$ cat config.mk
export PLATFORM = sky130hd
export DESIGN_NAME = pes_top
export DESIGN_NICKNAME = d
export VERILOG_FILES = /design/src/core/pes_top.v /design/src/core/pes_event_mux.v
export VERILOG_INCLUDE_DIRS = /design/src /design/src/core
export SDC_FILE = /design/constraint.sdc
export NUM_CORES = 1
export LEC_CHECK = 0
export BUFFER_PORTS_ARGS = -buffer_cell sky130_fd_sc_hd__buf_2
export CORE_UTILIZATION = 40
export CTS_CLUSTER_DIAMETER = 100
export DETAILED_ROUTE_END_ITERATION = 6
export MAX_ROUTING_LAYER = met4
export PLACE_DENSITY = 0.6
export SETUP_SLACK_MARGIN = 0.15
export SLEW_MARGIN = 20
export SYNTH_ARGS = -nofsm -noshare
export SYNTH_HDL_FRONTEND = slang
export SYNTH_SLANG_ARGS = --single-unit
$ cat constraint.sdc
create_clock -name clk_i -period 3.1 [get_ports clk_i]
set_input_delay 0.62 -clock clk_i [delete_from_list [all_inputs] [get_ports clk_i]]
set_output_delay 0.62 -clock clk_i [all_outputs]
set_load 0.005 [all_outputs]
$ cat src/core/pes_defs.vh
// constants for the performance event selection block
`ifndef PES_DEFS_VH
`define PES_DEFS_VH

// ****************************************************************
// register byte offsets
// ****************************************************************
`define PES_OFF_SEL0 8'h00
`define PES_OFF_SEL1 8'h04
`define PES_OFF_CNT0 8'h08
`define PES_OFF_CNT1 8'h0C
`define PES_OFF_STAT 8'h10

// ****************************************************************
// select register fields and reset values
// ****************************************************************
`define PES_SEL_EVT_LSB 0
`define PES_SEL_UMASK_LSB 8
`define PES_SEL_EN_BIT 22
`define PES_SEL_RST 32'h00000000
`define PES_CNT_RST 32'h00000000

// ****************************************************************
// event numbers and unit masks
// ****************************************************************
`define PES_EV_DTLB 8'h08
`define PES_EV_DISAMB 8'h09
`define PES_EV_WALK 8'h0C
`define PES_EV_FPA 8'h11
`define PES_EV_MULT 8'h12
`define PES_UM_NONE 8'h00
`define PES_UM_STORE 8'h08
`define PES_UM_RESET 8'h01
`define PES_UM_SUCCESS 8'h02
`define PES_UM_COUNT 8'h01
`define PES_UM_CYCLES 8'h02

`endif

$ cat src/core/pes_top.v
// performance event selection with two general counters on a wishbone slave
`timescale 1ns/1ps
`include "pes_defs.vh"

// Contract
// - event 08H mask 08H counts every store data-TLB miss, speculative ones too.
// - store misses come from the second-level data translation buffer.
// - event 09H mask 01H adds one per disambiguation recovery cycle.
// - event 09H mask 02H counts each successfully disambiguated load.
// - event 0CH mask 01H counts page walks from data or instruction TLB misses.
// - event 0CH mask 02H adds one per cycle a page walk runs.
// - event 11H mask 00H counts SIMD floating-point microcode assists.
// - assist event also counts x87 cases; only counter one counts it.
// - event 12H mask 00H counts integer and float multiplies; counter one only.
module pes_top #(
  parameter CNT_W = 32
) (
  // clock and reset
  input wire clk_i,
  input wire rst_i,
  // wishbone slave
  input wire cyc_i,
  input wire stb_i,
  input wire we_i,
  input wire [7:0] adr_i,
  input wire [3:0] sel_i,
  input wire [31:0] dat_i,
  output reg [31:0] dat_o,
  output reg ack_o,
  // data translation and page walker sources
  input wire second_level_data_xlate_buffer_store_miss_i,
  input wire walk_start_data_i,
  input wire walk_start_instr_i,
  input wire walk_busy_i,
  // load ordering sources
  input wire disamb_recovery_i,
  input wire load_order_success_event_i,
  // floating point assist sources
  input wire denormal_input_zeroing_flag_i,
  input wire underflow_result_zeroing_flag_i,
  input wire simd_denormal_in_i,
  input wire simd_underflow_i,
  input wire x87_nan_denorm_load_i,
  input wire x87_div_zero_i,
  input wire x87_underflow_i,
  // multiplier sources
  input wire int_mult_i,
  input wire fp_mult_i,
  // counter values
  output wire [CNT_W-1:0] general_counter_zero_o,
  output wire [CNT_W-1:0] general_counter_one_o
);

  // ****************************************************************
  // helpers
  // ****************************************************************
  function [31:0] pes_merge;
    input [31:0] old_v;
    input [31:0] new_v;
    input [3:0] be;
    integer i;
    begin
      pes_merge = old_v;
      for (i = 0; i < 4; i = i + 1)
      begin
        if (be[i])
        begin
          pes_merge[i*8 +: 8] = new_v[i*8 +: 8];
        end
      end
    end
  endfunction

  // true when a write is taken at the given register offset
  function pes_hit;
    input take;
    input [7:0] adr;
    input [7:0] off;
    begin
      pes_hit = take && (adr == off);
    end
  endfunction

  // ****************************************************************
  // event reduction
  // ****************************************************************
  reg [31:0] sel0_q;
  reg [31:0] sel1_q;
  reg [CNT_W-1:0] cnt0_q;
  reg [CNT_W-1:0] cnt1_q;
  reg [CNT_W-1:0] cnt0_d;
  reg [CNT_W-1:0] cnt1_d;
  reg [31:0] rdata_d;
  wire [1:0] inc0;
  wire [1:0] inc1;
  wire valid0;
  wire valid1;
  wire store_miss;
  wire assist;
  wire [1:0] walk_starts;
  wire [1:0] mults;
  wire req;
  wire wr;
  wire [7:0] word_adr;
  wire wr_sel0;
  wire wr_sel1;
  wire wr_cnt0;
  wire wr_cnt1;

  // the second-level buffer is where store translation happens
  assign store_miss = second_level_data_xlate_buffer_store_miss_i;
  // one assist per operation, so the causes are merged rather than summed
  assign assist = (simd_denormal_in_i & ~denormal_input_zeroing_flag_i)
                | (simd_underflow_i & ~underflow_result_zeroing_flag_i)
                | x87_nan_denorm_load_i | x87_div_zero_i | x87_underflow_i;
  // both walkers may start in one cycle, each walk counts
  assign walk_starts = {1'b0, walk_start_data_i} + {1'b0, walk_start_instr_i};
  assign mults = {1'b0, int_mult_i} + {1'b0, fp_mult_i};

  // ****************************************************************
  // event decoders
  // ****************************************************************
  pes_event_mux #(
    .CTR_IDX(0)
  ) u_mux0 (
    .evt_i(sel0_q[`PES_SEL_EVT_LSB +: 8]),
    .umask_i(sel0_q[`PES_SEL_UMASK_LSB +: 8]),
    .en_i(sel0_q[`PES_SEL_EN_BIT]),
    .store_miss_i(store_miss),
    .recovery_i(disamb_recovery_i),
    .load_ok_i(load_order_success_event_i),
    .walk_start_i(walk_starts),
    .walk_busy_i(walk_busy_i),
    .assist_i(assist),
    .mult_i(mults),
    .inc_o(inc0),
    .valid_o(valid0)
  );

  pes_event_mux #(
    .CTR_IDX(1)
  ) u_mux1 (
    .evt_i(sel1_q[`PES_SEL_EVT_LSB +: 8]),
    .umask_i(sel1_q[`PES_SEL_UMASK_LSB +: 8]),
    .en_i(sel1_q[`PES_SEL_EN_BIT]),
    .store_miss_i(store_miss),
    .recovery_i(disamb_recovery_i),
    .load_ok_i(load_order_success_event_i),
    .walk_start_i(walk_starts),
    .walk_busy_i(walk_busy_i),
    .assist_i(assist),
    .mult_i(mults),
    .inc_o(inc1),
    .valid_o(valid1)
  );

  // ****************************************************************
  // bus decode and counters
  // ****************************************************************
  assign req = cyc_i & stb_i & ~ack_o;
  assign wr = req & we_i;
  assign word_adr = {adr_i[7:2], 2'b00};
  assign wr_sel0 = pes_hit(wr, word_adr, `PES_OFF_SEL0);
  assign wr_sel1 = pes_hit(wr, word_adr, `PES_OFF_SEL1);
  assign wr_cnt0 = pes_hit(wr, word_adr, `PES_OFF_CNT0);
  assign wr_cnt1 = pes_hit(wr, word_adr, `PES_OFF_CNT1);

  always @*
  begin
    // a software write to a counter wins over that cycle's increment
    cnt0_d = cnt0_q + {{(CNT_W-2){1'b0}}, inc0};
    cnt1_d = cnt1_q + {{(CNT_W-2){1'b0}}, inc1};
    if (wr_cnt0)
    begin
      cnt0_d = pes_merge(cnt0_q, dat_i, sel_i);
    end
    if (wr_cnt1)
    begin
      cnt1_d = pes_merge(cnt1_q, dat_i, sel_i);
    end
  end

  always @*
  begin
    case (word_adr)
      `PES_OFF_SEL0: rdata_d = sel0_q;
      `PES_OFF_SEL1: rdata_d = sel1_q;
      `PES_OFF_CNT0: rdata_d = cnt0_q;
      `PES_OFF_CNT1: rdata_d = cnt1_q;
      `PES_OFF_STAT: rdata_d = {30'h0, valid1, valid0};
      default: rdata_d = 32'h00000000;
    endcase
  end

  always @(posedge clk_i)
  begin
    if (rst_i)
    begin
      sel0_q <= `PES_SEL_RST;
      sel1_q <= `PES_SEL_RST;
      cnt0_q <= `PES_CNT_RST;
      cnt1_q <= `PES_CNT_RST;
      ack_o <= 1'b0;
      dat_o <= 32'h00000000;
    end
    else
    begin
      ack_o <= req;
      cnt0_q <= cnt0_d;
      cnt1_q <= cnt1_d;
      if (req && !we_i)
      begin
        dat_o <= rdata_d;
      end
      if (wr_sel0)
      begin
        sel0_q <= pes_merge(sel0_q, dat_i, sel_i);
      end
      if (wr_sel1)
      begin
        sel1_q <= pes_merge(sel1_q, dat_i, sel_i);
      end
    end
  end

  assign general_counter_zero_o = cnt0_q;
  assign general_counter_one_o = cnt1_q;

endmodule

$ cat src/core/pes_event_mux.v
// event number and unit mask decoder for one general counter
`timescale 1ns/1ps
`include "pes_defs.vh"

module pes_event_mux #(
  parameter CTR_IDX = 0
) (
  // selection
  input wire [7:0] evt_i,
  input wire [7:0] umask_i,
  input wire en_i,
  // event sources, already reduced to per-cycle amounts
  input wire store_miss_i,
  input wire recovery_i,
  input wire load_ok_i,
  input wire [1:0] walk_start_i,
  input wire walk_busy_i,
  input wire assist_i,
  input wire [1:0] mult_i,
  // result
  output reg [1:0] inc_o,
  output reg valid_o
);

  always @*
  begin
    inc_o = 2'h0;
    valid_o = 1'b1;
    case ({evt_i, umask_i})
      {`PES_EV_DTLB, `PES_UM_STORE}: inc_o = {1'b0, store_miss_i};
      {`PES_EV_DISAMB, `PES_UM_RESET}: inc_o = {1'b0, recovery_i};
      {`PES_EV_DISAMB, `PES_UM_SUCCESS}: inc_o = {1'b0, load_ok_i};
      {`PES_EV_WALK, `PES_UM_COUNT}: inc_o = walk_start_i;
      {`PES_EV_WALK, `PES_UM_CYCLES}: inc_o = {1'b0, walk_busy_i};
      {`PES_EV_FPA, `PES_UM_NONE}:
      begin
        // restricted event: no count on the other counter
        valid_o = (CTR_IDX == 1);
        inc_o = (CTR_IDX == 1) ? {1'b0, assist_i} : 2'h0;
      end
      {`PES_EV_MULT, `PES_UM_NONE}:
      begin
        valid_o = (CTR_IDX == 1);
        inc_o = (CTR_IDX == 1) ? mult_i : 2'h0;
      end
      default:
        valid_o = 1'b0;
    endcase
    if (!en_i)
    begin
      inc_o = 2'h0;
    end
  end

endmodule

==> results of run 1 <==
-- what timing repair did --
| action | CTS | global route |
|---|---|---|
| pin swaps | 30 | 45 |
| gates resized for setup | 44 | 71 |
| endpoints found under the setup margin | 52 | 55 |
| hold buffers | 0 | 0 |
| cloned | 0 | 1 |
| buffers inserted | 11 | 17 |
-- worst min-delay path, cell delays in order (launching register included) --
cell and delay (ns):
dfxtp_1 0.31, nand2_1 0.05, a21oi_1 0.05
-- metrics by stage --
stage | area [um^2] | hold slack [ns] | instances | worst slack [ns]
2_1_floorplan | 8760 | 0.429 | 1051 | 0.0681
3_3_place_gp | 10300 | 0.436 | 1500 | -0.287
3_5_place_dp | 10300 | 0.443 | 1500 | -0.321
4_1_cts | 11100 | 0.451 | 1543 | -0.287
5_1_grt | 11600 | 0.453 | 1562 | -0.577
6_report | 11600 | 0.451 | 1562 | -0.360
-- report_power, final --
group          total [mW]  switching [mW]  leakage, nW  internal (mW)
clock network        2.20           0.908        0.287           1.29
registers            2.07         0.00350         1.30           2.07
logic               0.236           0.162         2.73         0.0734
total                4.51            1.07         4.32           3.44
-- layer usage --
| metal | routed length [um] | vias up | GRT usage |
|---|---|---|---|
| met1 | 14600 | 4476 | 0.438 |
| met3 | 3060 | 29 | 0.0521 |
| met2 | 14000 | 401 | 0.405 |
| met5 | 0 | - | - |
| li1 | - | 4369 | - |
| met4 | 414 | 0 | 0.0679 |
-- cell families (layout without fill, tap and decap cells) --
| group | after synthesis | after routing | synth area share |
|---|---|---|---|
| multiplexers | 37 | 37 | 0.0893 |
| adder cells (fa/ha/maj) | 8 | 8 | 0.0132 |
| other | 0 | 1 | 0 |
| buffers and inverters | 95 | 329 | 0.0472 |
| flip-flops | 161 | 161 | 0.370 |
| AO/OA/AOI/OAI | 266 | 266 | 0.192 |
| AND/OR/NAND/NOR | 479 | 480 | 0.283 |
| XOR/XNOR | 5 | 5 | 0.00503 |
-- Yosys cell counts, types with 4 or more instances --
master      n  area [um^2]
a211oi_1   14          105
nor4_1     15         93.8
nor4b_1     5         43.8
a32oi_1     4         35.0
nor2b_1     7         43.8
a311oi_1    4         35.0
nand4_1    28          175
inv_1      17         63.8
a31oi_1    33          206
a221oi_1    4         35.0
nand2_1   157          589
nor4_2      4         50.1
buf_2      25          125
o21ai_1     4         20.0
nor2_1     88          330
nand3_1    60          300
nand2b_1    4         25.0
mux4_2     31          698
o21ai_0    29          145
and3_1     12         75.1
a41oi_1     4         35.0
nand3b_1    5         37.5
buf_4       6         45.0
o211ai_1   10         75.1
nor3_1     22          110
and4_1      5         43.8
ha_1        6         75.1
or3_1      16          100
clkbuf_1   44          165
dfxtp_1   161         3220
a22oi_1    36          270
a21oi_1   100          500
and2_1     19          119
-- layout make-up --
class | instances | area share
clock inverters | 12 | 0.0136
flip-flops and latches | 161 | 0.279
repair buffers | 280 | 0.154
diodes | 1 | 0.000216
inverters | 17 | 0.00571
multi-input cells | 796 | 0.479
well taps | 275 | 0.0296
clock buffers | 20 | 0.0385
-- sequential cells by signal (all words and copies together), names as in the netlist --
register                flops
general_counter_one_o      32
sel0_q                     32
sel1_q                     32
dat_o                      32
ack_o                       1
general_counter_zero_o     32
-- worst max path at each step --
stage	end	slack (ns)	cells after the start
2_1_floorplan	general_counter_one_o[30]	0.07	14
3_3_place_gp	general_counter_one_o[18]	-0.29	15
3_5_place_dp	general_counter_one_o[18]	-0.32	15
4_1_cts	general_counter_one_o[30]	-0.29	15
5_1_grt	general_counter_one_o[26]	-0.58	15
6_report	general_counter_one_o[26]	-0.36	16
==> results.txt, run 1 <==
Syn_area_per_cell = 8.28 um^2
Highest-count cells in the layout ignoring fill and taps = buf_2, nand2_1, dfxtp_1
Gp weighted congestion = 0.934
Clock Path Buffers = 2
Number of global-route vias before repair = 8,338
Classification of the worst setup path = reg -> reg
I/O Pins = 161
Startpoint types = flip-flop
Cell area after synthesis = 0.00870 mm^2
Ratio of routed vias to standard cells = 5.94
Worst-Skew Late Latency = 0.43 ns
Instance count of the mapped netlist = 1,051
Number of antenna violations at the first check in global routing = 2
Seq. cell area = 0.00324 mm^2
Number of nets with antenna violations after detailed routing = 0
Result of the run = finished, violations left
Share of final-layout standard cells stronger than drive strength 1 = 0.341
Reg-to-reg startpoint = sel1_q[15]
Die area = 0.0223 mm^2
Post-Route Utilization = 0.549
Power density over cell area = 389 mW/mm^2
Share of async-settable or async-resettable flops after synthesis = 0
Startpoint of the worst setup timing path = sel1_q[15]
Min-Delay Path Depth = 2
Multi-input gate area in the final layout = 0.00556 mm^2
Primary flip-flop cell chosen by synthesis mapping = dfxtp_1
Share of the yosys chip area belonging to registers = 0.370
Worst slew pin tran = 0.665 ns
Post-DP HPWL = 23.1 mm
Number of max-cap violations = 0
Worst Reg-to-Reg Cells = 16
Library cell appearing most often on the critical path = buf_4
Peak supply drop = 0.000265 V
WL final = 32.1 mm
End point of the most critical hold path = sel1_q[20]
Arrival @ worst endpoint = 3.82 ns
Final period demand of the worst path = 3.46 ns
CTS H-tree depth = 4
CTS tree = built
Cell-by-cell trace of the critical path = nor3_2, buf_4, nand4_1, buf_4, nor3_2, nand3_1, a31oi_1, ha_2, inv_2, fa_2, nand3b_1, nor4_2, buf_4, nand4_1, or3_1, a31oi_1
Cell with the largest stage delay on the worst path = fa_2
Highest net fanout along the worst path = 8
Cell variety after synth = 76
Final Worst Setup Slack = -0.360 ns
Total of endpoints with negative setup slack in the final report = 21
Violated checks = setup timing
Launch point of the worst hold path = sel1_q[20]
Sum of negative setup slack = -3.11 ns
First-iteration detailed-routing DRC count = 892
Leakage power = 4.32 nW
Worst reg2reg path endpoint = general_counter_one_o[26]
Endpoint type of the worst setup path = flip-flop
Floorplan die height = 149 um
Count of TritonRoute iterations in the first routing pass = 5
Largest delay contributor family on the critical path = simple AND/OR/NAND/NOR gates
Total CTS buffers = 17
Filler Cells Inserted = 1,963
Total power draw = 4.51 mW
Wire length of the first global-routing pass = 48.1 mm
Net Count, Synth = 1,123
Maximum single-stage delay on the critical path = 0.33 ns
Number of buffers inserted by port buffering = 158
Initial core utilization = 0.411
Max frequency = 289 MHz
Total Routing Usage GR = 0.293
DRC violations left = 0
Width of the chip = 149 um
Number of max-slew violations in the final report = 0
Pin count of the biggest net entering global routing = 77
Crit path required time = 3.46 ns
Nets@finish = 1,345
Final worst-path cycle share = 1.12
Area overhead of the layout relative to synthesis = 33.4%
Buffering stage count on the worst path with inverters included = 4
Most common library cell in the layout ignoring fill and taps = buf_2
Rel. slew slack = 0.553
Final Hold Violating Endpoints = 0
Clock-pin slew on the worst setup and hold paths = 0.07 ns
Clock Skews = 0.0125 ns
TritonCTS sink count = 161
# rows = 53
Hold WC Path Type = reg -> reg
Setup slack of the most critical reg-to-reg path = -0.36 ns
Via count = 9,275
Post-synth EDFFs = 0
Remaining Overflow, GRT = 0
Placeable core region = 0.0212 mm^2
#FFs+latches synth = 161
RSZ-0062 raised after global routing = yes
Detail-routed net length per standard cell = 20.5 um
Cell at the root of the clock tree = clkbuf_16
Warning count from the yosys run = 0
Power figures use the tool's default switching activity.
==> run 2, diff against run 1 <==
SKIP_LAST_GASP = 1   (was not set)
==> results.txt, run 2 (synthesized netlist as in run 1, its figures left out) <==
Share of power burned in the clock network = 0.489 (about the same)
Sw Share = 0.239 (+0.00137)
Clock-pin slew on the worst setup and hold paths = 0.07 ns (about the same)
Crit path required time = 3.47 ns (about the same)
Leakage power = 4.31 nW (-0.25%)
Worst reg2reg path endpoint = general_counter_one_o[26]
Highest-count cells in the layout ignoring fill and taps = buf_2, nand2_1, dfxtp_1
Cell internal pwr = 3.44 mW (about the same)
DRC violations left = 0 (unchanged)
# rows = 53 (unchanged)
Remaining Overflow, GRT = 0 (unchanged)
Detail-routed net length per standard cell = 20.6 um (+0.53%)
Cell with the largest stage delay on the worst path = dfxtp_2
Pin count of the biggest net entering global routing = 77 (unchanged)
First-iteration detailed-routing DRC count = 823 (-7.7%)
Area overhead of the layout relative to synthesis = 33.8%
Post-DP HPWL = 23.1 mm (unchanged)
Startpoint types = flip-flop
Ratio of routed vias to standard cells = 6.00 (+0.99%)
Buffering stage count on the worst path with inverters included = 3 (-1)
Number of nets with antenna violations after detailed routing = 0 (unchanged)
Number of global-route vias before repair = 8,328 (-0.12%)
Clock Path Buffers = 2 (unchanged)
Max frequency = 290 MHz (+0.34%)
Gp weighted congestion = 0.934 (unchanged)
Number of max-cap violations = 0 (unchanged)
Worst slew pin tran = 0.673 ns (+0.00827 ns)
Filler Cells Inserted = 1,953 (-0.51%)
Highest net fanout along the worst path = 8 (unchanged)
Filler-free cell count of the finished design = 1,564 (+0.13%)
Number of antenna violations at the first check in global routing = 2 (unchanged)
Result of the run = finished, violations left
Via count = 9,379 (+1.1%)
Final Worst Setup Slack = -0.348 ns (+0.0117 ns)
Worst-Skew Late Latency = 0.44 ns (about the same)
Initial core utilization = 0.411 (unchanged)
Setup slack of the most critical reg-to-reg path = -0.35 ns (about the same)
Total CTS buffers = 17 (unchanged)
Cell at the root of the clock tree = clkbuf_16
Count of TritonRoute iterations in the first routing pass = 7 (+2)
Violated checks = setup timing
Final Hold Violating Endpoints = 0 (unchanged)
Nets@finish = 1,347 (+0.15%)
Hold WC Path Type = reg -> reg
Maximum single-stage delay on the critical path = 0.37 ns (+0.04 ns)
Final worst-path cycle share = 1.11 (-0.00376)
I/O Pins = 161 (unchanged)
CTS H-tree depth = 4 (unchanged)
Number of max-slew violations in the final report = 0 (unchanged)
Most common library cell in the layout ignoring fill and taps = buf_2
Placeable core region = 0.0212 mm^2 (unchanged)
Dpl cells = 1,500 (unchanged)
Critical path endpoint = general_counter_one_o[26]
Clock Skews = 0.00998 ns (-0.00256 ns)
Classification of the worst setup path = reg -> reg
Fraction of power consumed by sequential logic = 0.459 (about the same)
Endpoint type of the worst setup path = flip-flop
CTS tree = built
Count of cell instances traversed by the critical path = 15 (-1)
Peak supply drop = 0.000272 V (+2.4%)
Power density over cell area = 388 mW/mm^2 (-0.15%)
Total Routing Usage GR = 0.294 (about the same)
Rel. slew slack = 0.548 (-0.00555)
Final period demand of the worst path = 3.45 ns (-0.0117 ns)
Pre-CTS setup slack = -0.321 ns (unchanged)
Largest delay contributor family on the critical path = simple AND/OR/NAND/NOR gates
Floorplan die height = 149 um (unchanged)
Arrival @ worst endpoint = 3.82 ns (about the same)
Wire length of the first global-routing pass = 48.2 mm (about the same)
Total net switching power = 1.08 mW (+0.74%)
Reg-to-reg startpoint = sel1_q[9]
TritonCTS sink count = 161 (unchanged)
Gate power share = 0.052 (about the same)
Startpoint of the worst setup timing path = sel1_q[9]
Share of final-layout standard cells stronger than drive strength 1 = 0.344 (+0.00258)
WL final = 32.3 mm (+0.66%)
RSZ-0062 raised after global routing = yes
Total of endpoints with negative setup slack in the final report = 19 (-9.5%)
Sum of negative setup slack = -2.97 ns (+0.141 ns)
Worst Reg-to-Reg Cells = 15 (-1)
Cell-by-cell trace of the critical path = buf_4, nor2b_1, nor2_1, nor4_4, o21ai_2, a31oi_1, ha_2, inv_2, fa_2, nand3b_1, nor4_2, buf_4, nand4_1, or3_1, a31oi_1
Width of the chip = 149 um (unchanged)
Die area = 0.0223 mm^2 (unchanged)
Number of buffers inserted by port buffering = 158 (unchanged)
==> run 2: cell types whose count changed in the layout (fill, tap and decap cells not counted), moves of 2 or more <==
cell	delta
a2bb2oi_1	-2
a2bb2oi_2	+2
buf_4	+2
o21ai_0	-2
o21ai_1	+2
==> run 2: cell type report <==
| cell class | count | area (um^2) | area share |
|---|---|---|---|
| Antenna cell | 1 | 2.50 | 0.000215 |
| Clock buffer | 20 | 447 | 0.0384 |
| Clock inverter | 12 | 158 | 0.0135 |
| Inverter | 17 | 66.3 | 0.00570 |
| Multi-Input combinational cell | 796 | 5580 | 0.479 |
| Sequential cell | 161 | 3240 | 0.278 |
| Tap cell | 275 | 344 | 0.0296 |
| Timing Repair Buffer | 282 | 1810 | 0.155 |
==> run 2: through the flow <==
stage / utilization / total power, mW / instance area (um^2) / hold slack [ns]
finish: 0.550 / 4.52 / 11600 / 0.451
global placement: 0.486 / 2.35 / 10300 / 0.436
CTS: 0.525 / 4.52 / 11100 / 0.451
floorplan: - / 2.23 / 8760 / 0.429
global route: 0.550 / 4.64 / 11600 / 0.453
detailed placement: 0.486 / 2.35 / 10300 / 0.443
==> run 2: routing by layer <==
layer,GRT usage,routed length (um),vias up
met4,0.0673,405,0
met3,0.0521,2820,34
met2,0.405,14200,441
met1,0.438,14900,4536
met5,-,0,-
li1,-,-,4368
==> run 2: tightest hold or removal path: cells and delay by family (launching register included) <==
| family | cells | cell delay, ns |
|---|---|---|
| DFF | 1 | 0.31 |
| and+or+nand+nor | 1 | 0.05 |
| AOI/OAI and AO/OA | 1 | 0.05 |
==> run 2: power by group through the flow <==
stage               registers, mW  clock network [mW]  logic (mW)
floorplan                    2.12                   0       0.110
global placement             2.12                   0       0.228
detailed placement           2.12                   0       0.228
CTS                          2.07                2.21       0.229
global route                 2.07                2.32       0.248
finish                       2.07                2.21       0.237
==> run 2: how the worst min path moves through the flow <==
stage	startpoint	cells after the start	endpoint	slack (ns)
finish	sel1_q[20]	2	sel1_q[20]	0.45
global route	dat_i[7]	3	sel1_q[7]	0.45
CTS	sel1_q[30]	2	sel1_q[30]	0.45
detailed placement	sel1_q[30]	2	sel1_q[30]	0.44
global placement	sel1_q[21]	2	sel1_q[21]	0.44
floorplan	sel1_q[16]	2	sel1_q[16]	0.43
==> run 2: repair_timing <==
| item | in CTS | in global routing |
|---|---|---|
| cloned | 0 | 1 |
| hold buffers | 0 | 0 |
| endpoints found under the setup margin | 52 | 54 |
| gates resized for setup | 39 | 81 |
| pin swaps | 30 | 54 |
| setup buffers | 11 | 19 |
==> run 3, diff against run 2 <==
CORE_MARGIN = 2   (was not set)
SYNTH_HIERARCHICAL = 1   (was not set)
==> results.txt, run 3 <==
Result of the run = finished, violations left
Violated checks = setup timing
Final worst-path cycle share = 1.09 (-0.0259)
Share of the synthesized area in compound gates (AO/OA/AOI/OAI) = 0.251 (+0.0590)
Crit path required time = 3.46 ns (about the same)
Share of async-settable or async-resettable flops after synthesis = 0 (unchanged)
WL final = 30.2 mm (-6.3%)
Primary flip-flop cell chosen by synthesis mapping = dfxtp_1
Die area = 0.0223 mm^2 (about the same)
Final Worst Setup Slack = -0.268 ns (+0.0804 ns)
Cell area after synthesis = 0.00846 mm^2 (-2.8%)
Clock Path Buffers = 2 (unchanged)
Max frequency = 297 MHz (+2.4%)
Worst-Skew Late Latency = 0.44 ns (about the same)
Via count = 8,863 (-5.5%)
Largest family of logic cells by synthesized area = compound AO/OA/AOI/OAI gates
#FFs+latches synth = 161 (unchanged)
Width of the chip = 149 um (about the same)
Post-route design area = 0.0111 mm^2 (-4.7%)
Simple-gate area share of the yosys netlist = 0.228 (-0.0554)
Net Count, Synth = 1,034 (-7.9%)
Nets@finish = 1,254 (-6.9%)
Placeable core region = 0.0209 mm^2 (-1.3%)
Arrival @ worst endpoint = 3.73 ns (-0.09 ns)
Clock Skews = 0.00734 ns (-0.00264 ns)
Power density over cell area = 384 mW/mm^2 (-1.0%)
Hold Slack = 0.465 ns (+0.0144 ns)
Top post-synthesis cells by count = dfxtp_1, nor2_1, mux2i_1
Total of endpoints with negative setup slack in the final report = 29 (+10)
Number of antenna violations at the first check in global routing = 0 (-2)
Startpoint types = flip-flop
Pre-CTS setup slack = -0.533 ns (-0.213 ns)
Proportion of netlist area held by the largest area contributor = 0.381 (+0.0105)
Total Routing Usage GR = 0.277 (-0.0167)
Highest-count cells in the layout ignoring fill and taps = buf_2, dfxtp_1, nor2_1
Floorplan die height = 149 um (about the same)
Area leader, netlist = dfxtp_1
Antenna cells = 0 (-1)
Most common library cell in the layout ignoring fill and taps = buf_2
Detail-routed net length per standard cell = 20.6 um (-0.27%)
Pin count of the biggest net entering global routing = 123 (+60%)
Peak supply drop = 0.000330 V (+21%)
Remaining Overflow, GRT = 0 (unchanged)
Clock-pin slew on the worst setup and hold paths = 0.07 ns (about the same)
Number of max-cap violations = 0 (unchanged)
Share of the yosys chip area belonging to registers = 0.381 (+0.0105)
Count of TritonRoute iterations in the first routing pass = 5 (-2)
Hold WC Path Type = in -> reg
TritonCTS sink count = 161 (unchanged)
Sum of negative setup slack = -3.15 ns (-0.189 ns)
DRC violations left = 0 (unchanged)
Cell variety after synth = 86 (+13%)
# rows = 53 (unchanged)
Final period demand of the worst path = 3.37 ns (-0.0804 ns)
Post-DP HPWL = 21.6 mm (-6.4%)
Ratio of routed vias to standard cells = 6.03 (+0.54%)
Instance count of the mapped netlist = 962 (-8.5%)
Total CTS buffers = 17 (unchanged)
Share of final-layout standard cells stronger than drive strength 1 = 0.325 (-0.0193)
Post-synth EDFFs = 0 (unchanged)
Post-Route Utilization = 0.531 (-0.0194)
Final Hold Violating Endpoints = 0 (unchanged)
First-iteration detailed-routing DRC count = 888 (+7.9%)
Number of nets with antenna violations after detailed routing = 0 (unchanged)
Adder and majority gate portion of the synthesized area = 0.0136 (+0.000376)
Number of max-slew violations in the final report = 0 (unchanged)
Number of global-route vias before repair = 8,045 (-3.4%)
Worst slew pin tran = 0.849 ns (+0.176 ns)
Mux contribution to synthesized area = 0.0806 (-0.00870)
Number of buffers inserted by port buffering = 158 (unchanged)
CTS tree = built
Wire length of the first global-routing pass = 46.3 mm (-3.9%)
Rel. slew slack = 0.428 (-0.119)
I/O Pins = 161 (unchanged)
Classification of the worst setup path = reg -> reg
Gp weighted congestion = 0.902 (-3.4%)
CTS H-tree depth = 4 (unchanged)
Warning count from the yosys run = 6 (+6)
Leakage power = 4.84 nW (+12%)
Cell with the most instances after synthesis = dfxtp_1
Area share of xor/xnor cells in the synthesized design = 0.00621 (+0.00118)
Cell at the root of the clock tree = clkbuf_16
Placed standard-cell area = 0.0101 mm^2 (-1.2%)
Initial core utilization = 0.405 (-0.00628)
Syn_area_per_cell = 8.79 um^2 (+6.2%)
Area overhead of the layout relative to synthesis = 31.1%
Highest net fanout along the worst path = 4 (-4)
RSZ-0062 raised after global routing = yes
Filler Cells Inserted = 2,025 (+3.7%)
Endpoint type of the worst setup path = flip-flop
Cell types occupying the most area after synthesis = dfxtp_1, mux2i_1, a22o_1
run 3: stage by stage:
step | total power, mW | cells
3_5_place_dp | 2.31 | 1426
5_1_grt | 4.41 | 1470
2_1_floorplan | 2.20 | 962
3_3_place_gp | 2.31 | 1426
4_1_cts | 4.28 | 1463
6_report | 4.26 | 1470
run 3: kinds of logic (layout without fill, tap and decap cells):
group | after synthesis | count (layout)
simple gates | 360 | 360
xor+xnor | 6 | 6
flops | 161 | 161
buf+inv | 82 | 315
mux | 68 | 68
compound gates | 277 | 277
fa+ha+maj | 8 | 8
run 3: layer usage:
layer	vias up	routed length, um	track usage
li1	4140	-	-
met1	4285	13700	0.391
met2	391	13400	0.400
met3	47	2530	0.0573
met4	0	663	0.0767
met5	-	0	-
run 3: final timing paths:
check                           slack (ns)      start                         to  cells past startpoint
worst max-delay path                 -0.27  sel1_q[4]  general_counter_one_o[24]                     14
worst min-delay path                  0.47   dat_i[1]                  sel0_q[1]                      3
worst max register to register       -0.27  sel1_q[4]  general_counter_one_o[24]                     14
worst min register to register        0.47  dat_o[12]                  dat_o[12]                      1
run 3: final cells by class:
class                   instances  area (um^2)  share of cell area
clock buffers                  18          439              0.0396
clock inverters                14          106             0.00959
inverters                      18         67.6             0.00609
multi-input cells             719         5240               0.473
flip-flops and latches        161         3230               0.291
well taps                     275          344              0.0310
repair buffers                265         1660               0.150
run 3: worst max-delay path, cell delays in order (launching register included):
cell and delay (ns):
dfxtp_2 0.32, or3b_4 0.41, nor4b_4 0.25, a22oi_1 0.13
o21ai_1 0.10, and4_1 0.19, ha_2 0.18, inv_2 0.04
fa_2 0.36, nand3b_1 0.25, nor4_4 0.27, buf_4 0.20
a31oi_1 0.09, or3_1 0.33, a211oi_2 0.17
run 3: power breakdown:
part           internal (mW)  switching, mW  total [mW]
Clock                   1.05          0.938        1.99
Sequential              2.07        0.00308        2.07
Combinational         0.0610          0.132       0.193
Total                   3.19           1.07        4.26
run 3: timing repair:
| action | 4_1_cts | 5_1_grt |
|---|---|---|
| gates resized for setup | 36 | 41 |
| pin swaps | 18 | 34 |
| setup endpoints to repair | 44 | 50 |
| buffers inserted | 5 | 7 |
| hold buffers | 0 | 0 |
